--- config.mk ---
export PLATFORM = sky130hd
export DESIGN_NAME = dcc_channel
export DESIGN_NICKNAME = d
export VERILOG_FILES = /design/src/dcc_channel.v /design/src/dcc_debounce.v
export VERILOG_INCLUDE_DIRS = /design/src
export SDC_FILE = /design/constraint.sdc
export NUM_CORES = 1
export LEC_CHECK = 0
export CAP_MARGIN = 5
export CORE_ASPECT_RATIO = 0.75
export CORE_UTILIZATION = 55
export DETAILED_ROUTE_END_ITERATION = 10
export DONT_BUFFER_PORTS = 1
export PLACE_DENSITY_LB_ADDON = 0.3
export SYNTH_ARGS = -nofsm -noshare
export SYNTH_HDL_FRONTEND = slang
export SYNTH_SLANG_ARGS = --single-unit
--- constraint.sdc ---
create_clock -name clk_in -period 36.6 [get_ports clk_in]
set_input_delay 9.15 -clock clk_in [delete_from_list [all_inputs] [get_ports clk_in]]
set_output_delay 9.15 -clock clk_in [all_outputs]
set_load 0.01 [all_outputs]
--- src/dcc_consts.vh ---
// How it works
// - Totalize counts each accepted edge upward
// - 16-bit uses one slot, 32-bit two
// - Count kept; cleared by scan start, or by a read in clear-on-read
// - Rollover wraps past maximum to zero
// - Clear-on-read returns old count, restarts zero
// - Stop-at-top saturates at all ones
// - Width sets stop-at-top, measurement clipping and slots
// - Period over 1/10/100/1000 input periods
// - Four timebases from 48 MHz system tick
// - Mapped channel can gate period measurement
// - Pulse width counts ticks while active
// - Timing counts from own to mapped edge
// - Sixteen debounce intervals, 500 ns-25.5 ms
// - Inverter selects active edge polarity
// - Bypass feeds inverter output straight through
// - After-stable changes once level held interval
// - After-stable rejects never-stable disturbances
// - Before-stable follows edge, then holds
// - Before-stable edge needs prior stable interval
// - Low-half read snapshots full 32 bits
// - Mapped input gates, decrements or latches
// - Start-of-scan latches value; acquisition starts zero
`ifndef DCC_CONSTS_VH
`define DCC_CONSTS_VH
// Counter modes
`define DCC_M_TOTAL 3'h0
`define DCC_M_CLRRD 3'h1
`define DCC_M_ROLL 3'h2
`define DCC_M_STOP 3'h3
`define DCC_M_PERIOD 3'h4
`define DCC_M_PULSE 3'h5
`define DCC_M_TIMING 3'h6
// Debounce modes
`define DCC_DB_BYPASS 2'h0
`define DCC_DB_AFTER 2'h1
`define DCC_DB_BEFORE 2'h2
// Mapped channel functions
`define DCC_MAP_NONE 2'h0
`define DCC_MAP_GATE 2'h1
`define DCC_MAP_DEC 2'h2
`define DCC_MAP_LATCH 2'h3
// Tops of count
`define DCC_TOP32 32'hFFFFFFFF
`define DCC_TOP16 16'hFFFF
`define DCC_ZERO32 32'h00000000
`define DCC_ONE32 32'h00000001
// Sample slots per value
`define DCC_SLOTS16 2'h1
`define DCC_SLOTS32 2'h2
// 48 MHz tick from 100 MHz clock, by phase accumulator
`define DCC_SYS_MHZ 8'h30
`define DCC_CLK_MHZ 8'h64
// Multipliers for timebase and period count
`define DCC_X1 10'h001
`define DCC_X10 10'h00A
`define DCC_X100 10'h064
`define DCC_X1000 10'h3E8
// Debounce intervals in ns
`define DCC_DB_NS0 32'h000001F4
`define DCC_DB_NS1 32'h000003E8
`define DCC_DB_NS2 32'h000007D0
`define DCC_DB_NS3 32'h00001388
`define DCC_DB_NS4 32'h00002710
`define DCC_DB_NS5 32'h00004E20
`define DCC_DB_NS6 32'h0000C350
`define DCC_DB_NS7 32'h000186A0
`define DCC_DB_NS8 32'h00030D40
`define DCC_DB_NS9 32'h0007A120
`define DCC_DB_NS10 32'h000F4240
`define DCC_DB_NS11 32'h001E8480
`define DCC_DB_NS12 32'h004C4B40
`define DCC_DB_NS13 32'h00989680
`define DCC_DB_NS14 32'h01312D00
`define DCC_DB_NS15 32'h01851960
`define DCC_NS_PER_US 32'h000003E8
`endif

--- src/dcc_channel.v ---
`include "dcc_consts.vh"
module dcc_channel #(
  // Scales every debounce interval; lower it to shorten simulations
  parameter [31:0] DB_TICKS_PER_US = 32'h00000030
) (
  input wire clk_in,
  input wire sys_rst_in,
  input wire clk_en_in,
  input wire chan_in,
  input wire invert_in,
  input wire [1:0] db_mode_in,
  input wire [3:0] db_sel_in,
  input wire [2:0] mode_in,
  input wire wide_in,
  input wire [1:0] per_mult_in,
  input wire [1:0] tb_sel_in,
  input wire [3:0] map_in,
  input wire [1:0] map_sel_in,
  input wire [1:0] map_fn_in,
  input wire scan_start_in,
  input wire sos_in,
  input wire rd_lo_in,
  output wire deb_out,
  output reg [31:0] scan_val_out,
  output reg [31:0] rd_val_out,
  output reg [1:0] slots_out
);
  // Input synchroniser
  reg sync1_q;
  reg sync2_q;
  // Edge history
  reg deb_prev_q;
  reg map_prev_q;
  // 48 MHz tick generation
  reg [7:0] ph_q;
  reg tick48_q;
  // Timebase prescaler
  reg [9:0] pre_q;
  reg tbt_q;
  // Counter and measurement state
  reg [31:0] cnt_q;
  reg [31:0] res_q;
  reg [9:0] ecnt_q;
  reg run_q;
  reg arm_q;

  // Debounced level, active high after inversion
  wire deb_w;
  // Inverter output
  wire inv_w;
  // Selected mapped channel level
  wire map_lvl_w;
  wire own_edge_w;
  wire own_fall_w;
  wire map_edge_w;
  wire gate_ok_w;
  wire up_w;
  wire dec_w;
  wire meas_w;
  wire latch_w;
  wire [31:0] top_w;
  wire [31:0] view_w;
  wire [7:0] ph_sum_w;
  reg [9:0] tb_div_w;
  reg [9:0] per_n_w;
  reg [31:0] cnt_d;

  always @(posedge clk_in) begin
    if (sys_rst_in) begin
      sync1_q <= 1'b0;
      sync2_q <= 1'b0;
    end else if (clk_en_in) begin
      sync1_q <= chan_in;
      sync2_q <= sync1_q;
    end
  end

  assign inv_w = sync2_q ^ invert_in;

  // Filter; its output also feeds the other channels
  dcc_debounce #(
    .TICKS_PER_US(DB_TICKS_PER_US)
  ) u_deb (
    .clk_in(clk_in),
    .sys_rst_in(sys_rst_in),
    .clk_en_in(clk_en_in),
    .lvl_in(inv_w),
    .tick_in(tick48_q),
    .mode_in(db_mode_in),
    .sel_in(db_sel_in),
    .lvl_out(deb_w)
  );

  assign deb_out = deb_w;

  // phase accumulator for 48 MHz ticks
  // Ticks jitter by one clock; the average rate is exact
  assign ph_sum_w = ph_q + `DCC_SYS_MHZ;

  always @(posedge clk_in) begin
    if (sys_rst_in) begin
      ph_q <= 8'h00;
      tick48_q <= 1'b0;
    end else if (clk_en_in) begin
      if (ph_sum_w >= `DCC_CLK_MHZ) begin
        ph_q <= ph_sum_w - `DCC_CLK_MHZ;
        tick48_q <= 1'b1;
      end else begin
        ph_q <= ph_sum_w;
        tick48_q <= 1'b0;
      end
    end
  end

  // Timebase divider choice
  always @* begin
    case (tb_sel_in)
      2'h0: tb_div_w = `DCC_X1;
      2'h1: tb_div_w = `DCC_X10;
      2'h2: tb_div_w = `DCC_X100;
      default: tb_div_w = `DCC_X1000;
    endcase
  end

  // Period multiplier choice
  always @* begin
    case (per_mult_in)
      2'h0: per_n_w = `DCC_X1;
      2'h1: per_n_w = `DCC_X10;
      2'h2: per_n_w = `DCC_X100;
      default: per_n_w = `DCC_X1000;
    endcase
  end

  always @(posedge clk_in) begin
    if (sys_rst_in) begin
      pre_q <= 10'h000;
      tbt_q <= 1'b0;
    end else if (clk_en_in) begin
      tbt_q <= 1'b0;
      if (tick48_q) begin
        if (pre_q >= tb_div_w - `DCC_X1) begin
          pre_q <= 10'h000;
          tbt_q <= 1'b1;
        end else begin
          pre_q <= pre_q + `DCC_X1;
        end
      end
    end
  end

  assign map_lvl_w = map_in[map_sel_in];
  assign own_edge_w = deb_w & ~deb_prev_q;
  assign own_fall_w = ~deb_w & deb_prev_q;
  assign map_edge_w = map_lvl_w & ~map_prev_q;
  assign gate_ok_w = (map_fn_in != `DCC_MAP_GATE) | map_lvl_w;
  assign dec_w = map_edge_w & (map_fn_in == `DCC_MAP_DEC);
  assign latch_w = map_edge_w & (map_fn_in == `DCC_MAP_LATCH);
  assign up_w = own_edge_w & gate_ok_w;
  assign meas_w = (mode_in == `DCC_M_PERIOD) |
                  (mode_in == `DCC_M_PULSE) |
                  (mode_in == `DCC_M_TIMING);
  // width sets the stop-mode saturation top
  assign top_w = wide_in ? `DCC_TOP32 : {16'h0000, `DCC_TOP16};
  // Value offered to scans and reads
  assign view_w = meas_w ? res_q : cnt_q;

  // Narrow results saturate at the 16-bit top
  function [31:0] dcc_clip;
    input [31:0] v;
    input w;
    begin
      if (!w && (v[31:16] != 16'h0000)) begin
        dcc_clip = {16'h0000, `DCC_TOP16};
      end else begin
        dcc_clip = v;
      end
    end
  endfunction

  // Next count in the counting modes
  always @* begin
    cnt_d = cnt_q;
    if (mode_in == `DCC_M_STOP) begin
      if (up_w && (cnt_q < top_w)) begin
        cnt_d = cnt_q + `DCC_ONE32;
      end
    end else if (up_w) begin
      cnt_d = cnt_q + `DCC_ONE32;
    end
    if (dec_w) begin
      cnt_d = cnt_d - `DCC_ONE32;
    end
  end

  // Edge history registers
  always @(posedge clk_in) begin
    if (sys_rst_in) begin
      deb_prev_q <= 1'b0;
      map_prev_q <= 1'b0;
    end else if (clk_en_in) begin
      deb_prev_q <= deb_w;
      map_prev_q <= map_lvl_w;
    end
  end

  // Counter, measurements and read snapshots
  always @(posedge clk_in) begin
    if (sys_rst_in) begin
      cnt_q <= `DCC_ZERO32;
      res_q <= `DCC_ZERO32;
      ecnt_q <= 10'h000;
      run_q <= 1'b0;
      arm_q <= 1'b0;
      scan_val_out <= `DCC_ZERO32;
      rd_val_out <= `DCC_ZERO32;
      slots_out <= `DCC_SLOTS16;
    end else if (clk_en_in) begin
      slots_out <= wide_in ? `DCC_SLOTS32 : `DCC_SLOTS16;
      if (scan_start_in) begin
        cnt_q <= `DCC_ZERO32;
        res_q <= `DCC_ZERO32;
        ecnt_q <= 10'h000;
        run_q <= 1'b0;
        arm_q <= 1'b0;
        scan_val_out <= `DCC_ZERO32;
      end else begin
        if (sos_in || latch_w) begin
          scan_val_out <= view_w;
        end
        // low read snapshots all 32 bits
        if (rd_lo_in) begin
          rd_val_out <= view_w;
        end
        case (mode_in)
          `DCC_M_CLRRD: begin
            // return old value, restart
            // An edge in the read cycle counts after the clear
            if (rd_lo_in) begin
              cnt_q <= up_w ? `DCC_ONE32 : `DCC_ZERO32;
            end else begin
              cnt_q <= cnt_d;
            end
          end
          `DCC_M_PERIOD: begin
            // gate pauses the tick count
            // Tick in a start cycle counts, so no tick is lost at a restart
            if (own_edge_w && !run_q) begin
              run_q <= 1'b1;
              cnt_q <= (tbt_q && gate_ok_w) ? `DCC_ONE32 : `DCC_ZERO32;
              ecnt_q <= 10'h000;
            end else if (own_edge_w) begin
              if (ecnt_q >= per_n_w - `DCC_X1) begin
                res_q <= dcc_clip(cnt_q, wide_in);
                cnt_q <= (tbt_q && gate_ok_w) ? `DCC_ONE32 : `DCC_ZERO32;
                ecnt_q <= 10'h000;
              end else begin
                ecnt_q <= ecnt_q + `DCC_X1;
                if (tbt_q && gate_ok_w) begin
                  cnt_q <= cnt_q + `DCC_ONE32;
                end
              end
            end else if (run_q && tbt_q && gate_ok_w) begin
              cnt_q <= cnt_q + `DCC_ONE32;
            end
          end
          `DCC_M_PULSE: begin
            if (own_fall_w) begin
              res_q <= dcc_clip(cnt_q, wide_in);
              cnt_q <= `DCC_ZERO32;
            end else if (deb_w && tbt_q && gate_ok_w) begin
              cnt_q <= cnt_q + `DCC_ONE32;
            end
          end
          `DCC_M_TIMING: begin
            // own edge to mapped edge
            // Start-cycle tick counts, like the period window
            if (own_edge_w) begin
              arm_q <= 1'b1;
              cnt_q <= tbt_q ? `DCC_ONE32 : `DCC_ZERO32;
            end else if (arm_q && map_edge_w) begin
              res_q <= dcc_clip(cnt_q, wide_in);
              arm_q <= 1'b0;
            end else if (arm_q && tbt_q) begin
              cnt_q <= cnt_q + `DCC_ONE32;
            end
          end
          default: begin
            // Totalize, rollover and stop-at-top
            // value kept across samples
            cnt_q <= cnt_d;
          end
        endcase
      end
    end
  end
endmodule

--- src/dcc_debounce.v ---
`include "dcc_consts.vh"
module dcc_debounce #(
  parameter [31:0] TICKS_PER_US = 32'h00000030
) (
  input wire clk_in,
  input wire sys_rst_in,
  input wire clk_en_in,
  input wire lvl_in,
  input wire tick_in,
  input wire [1:0] mode_in,
  input wire [3:0] sel_in,
  output reg lvl_out
);
  reg [31:0] ns_w; // Selected interval in ns
  wire [31:0] lim_w; // Interval in 48 MHz ticks
  reg [31:0] stab_q; // Ticks since last level change
  reg prev_q; // Previous input sample
  wire chg_w;
  wire stable_w;

  // Interval table
  // sixteen interval choices
  always @* begin
    case (sel_in)
      4'h0: ns_w = `DCC_DB_NS0;
      4'h1: ns_w = `DCC_DB_NS1;
      4'h2: ns_w = `DCC_DB_NS2;
      4'h3: ns_w = `DCC_DB_NS3;
      4'h4: ns_w = `DCC_DB_NS4;
      4'h5: ns_w = `DCC_DB_NS5;
      4'h6: ns_w = `DCC_DB_NS6;
      4'h7: ns_w = `DCC_DB_NS7;
      4'h8: ns_w = `DCC_DB_NS8;
      4'h9: ns_w = `DCC_DB_NS9;
      4'hA: ns_w = `DCC_DB_NS10;
      4'hB: ns_w = `DCC_DB_NS11;
      4'hC: ns_w = `DCC_DB_NS12;
      4'hD: ns_w = `DCC_DB_NS13;
      4'hE: ns_w = `DCC_DB_NS14;
      default: ns_w = `DCC_DB_NS15;
    endcase
  end

  // Largest product stays below 2^31 at 48 ticks per us
  assign lim_w = (ns_w * TICKS_PER_US) / `DCC_NS_PER_US;
  assign chg_w = lvl_in ^ prev_q;
  // Stable means the level before this sample held a full interval
  assign stable_w = (stab_q >= lim_w);

  // Stability counter and filter output
  always @(posedge clk_in) begin
    if (sys_rst_in) begin
      stab_q <= `DCC_ZERO32;
      prev_q <= 1'b0;
      lvl_out <= 1'b0;
    end else if (clk_en_in) begin
      prev_q <= lvl_in;
      if (chg_w) begin
        stab_q <= `DCC_ZERO32;
      end else if (tick_in && !stable_w) begin
        stab_q <= stab_q + `DCC_ONE32;
      end
      case (mode_in)
        `DCC_DB_BYPASS: lvl_out <= lvl_in;
        `DCC_DB_AFTER: begin
          if (!chg_w && stable_w) begin
            lvl_out <= lvl_in;
          end
        end
        `DCC_DB_BEFORE: begin
          if (chg_w) begin
            if (stable_w) begin
              lvl_out <= lvl_in;
            end
          end else if (stable_w) begin
            lvl_out <= lvl_in;
          end
        end
        default: lvl_out <= lvl_in;
      endcase
    end
  end
endmodule

==> metrics.txt <==
first-pass GRT wire length=89100 um; largest net degree at the start of global routing=155; Worst EP required=36.96 ns; clock network latency to the later pin of the worst-skew pair=0.45 ns; IO Pins=97; startpoint class of the critical path=input pin; worst-path maximum fanout=15; asr flop ratio synth=0; most common cell after layout, fill and taps aside=nor2_1; vias in the first global route=17588; CP Capture Type=flip-flop; Post-Synthesis Cells=2727; skew final=0.0158 ns; Die Width=223 um; Synth Area per Inst=7.41 um2; Top delay family on crit path=compound AO/OA/AOI/OAI gates; Post-synth EDFFs=0; synth warn=0; P&R area growth vs syn=2.79%; WL/cell=17.6 um; Die ar.=37500 um2; clock period minus worst slack=34.54 ns; RSZ-0062 raised after global routing=no; MaxCap Viol Count=0; initial core utilization=0.561; Placement Rows=60; Period Utilization, post-route=0.944; Relative slew margins=0.210; global-route usage over all layers=0.279; core footprint=36000 um2; endpoints failing setup=0; number of clock sinks=198; CTS buffer count=17; Fmax=28.9 MHz; Total Wirelength=54000 um; CTS Root Buffer Type=clkbuf_16; synthesized area=20200 um2; most frequent cells in the layout=343 x nor2_1, 250 x nand2_1, 220 x a21oi_1, 198 x dfxtp_1, 120 x xnor2_1; initial antenna violation count=0; grt total ovfl=0; antenna cells=0; CTS tree=built; die span in y=168 um; layout cells sized above 1=0.0792; Post-Route Setup TNS=0 ns; H-tree levels=4; kind of critical path=in -> reg; min-delay worst type=reg -> reg; CP max-delay cell=o41ai_1; RePlAce Congestion=0.941; antenna viol nets, final=0; hpwl dp=39900 um; drt via density=6.45; Nets=2725; Worst-Margin Slew=1.18 ns; crit-path most repeated cell=o21ai_0; DRC viols=0; worst stage delay on the critical path=0.67 ns; Yosys reg bits=198; DRT iter0 DRCs=2234; Seq/Total Area, Yosys=0.196; Max clock buf depth=2; Distinct cells, synth=151; Pins Over Slew Limit=0; Port Buf Inserts=0; status=complete, no violations; Most used DFF post-synth=dfxtp_1; total number of vias=19769; Worst Path Arrival=34.91 ns; DRT Pass-1 Iters=6; CP bufs+invs=4; Final Hold Vio Count=0; clock-pin slew on the worst setup and hold paths=0.08 ns
## synthesized netlist by cell type (all sizes together), types with 36 or more instances
cell	number	share of area
nor2	348	0.065
nand2	254	0.048
a21oi	227	0.058
dfxtp	198	0.20
o21ai	132	0.035
xnor2	125	0.057
clkbuf	114	0.022
nor3	110	0.028
ha	106	0.066
nand3	95	0.024
mux2i	70	0.036
xor2	70	0.031
and3	68	0.021
inv	65	0.013
buf	63	0.021
a211oi	58	0.022
and2	36	0.011
## tightest hold or removal path: cells and delay by family (launching register included)
kind | cells | cell delay (ns)
compound gates | 1 | 0.05
simple gates | 1 | 0.05
flops | 1 | 0.31
## registers in the layout, indices dropped and copies added, names as in the netlist, 6 cells and up
register and flops:
cnt_q 32, u_deb.stab_q 32, rd_val_out 32, scan_val_out 32, ph_q 6, ecnt_q 10
res_q 32, pre_q 10
## area by class of cell
cell class	instances	area (um2)
fill	3341	15300
multi-input combinational	2282	15200
sequential	198	3960
tap	465	582
clock buffer	18	439
inverter	67	267
timing repair buffer	23	173
clock inverter	14	159
## logic make-up after synthesis
kind of cell	synth area share
adder cells (fa/ha/maj)	0.0692
AND/OR/NAND/NOR	0.266
XOR/XNOR	0.0873
buffers and inverters	0.0578
other	0.000186
multiplexers	0.0470
flip-flops	0.196
AO/OA/AOI/OAI	0.276
## worst paths after layout
path	end	depth (start not counted)	start	slack, ns
max	u_deb.stab_q[31]	109	db_sel_in[0]	2.06
min	res_q[28]	2	res_q[28]	0.45
max reg2reg	cnt_q[26]	43	cnt_q[0]	28.34
min reg2reg	res_q[28]	2	res_q[28]	0.45
## per-layer routing
metal  global-route usage  part of all wire  vias to the layer above
li1                     -                 -                     9693
met1                0.421              0.49                     9282
met2                0.426              0.43                      745
met3               0.0354             0.070                       49
met4               0.0482            0.0076                        0
met5                    0                 0                        -
## per-stage QoR
step           worst slack [ns]   util  std cells  cell area [um2]  hold WS, ns
2_1_floorplan              5.82      -       2728            20200        0.432
3_3_place_gp               2.65  0.557       3032            20100        0.438
3_5_place_dp               1.60  0.557       3032            20100        0.444
4_1_cts                    1.94  0.574       3064            20700        0.455
5_1_grt                  0.0161  0.576       3067            20800        0.481
6_report                   2.06  0.576       3067            20800        0.451
## what timing repair did
action / 4_1_cts / 5_1_grt
hold buffers: 0 / 0
setup endpoints to repair: 0 / 27
buffers inserted: 0 / 3
resized for setup: 0 / 10
Power is not shown: default switching activity piles up to over one toggle a cycle in this logic, so the estimate is an artifact.
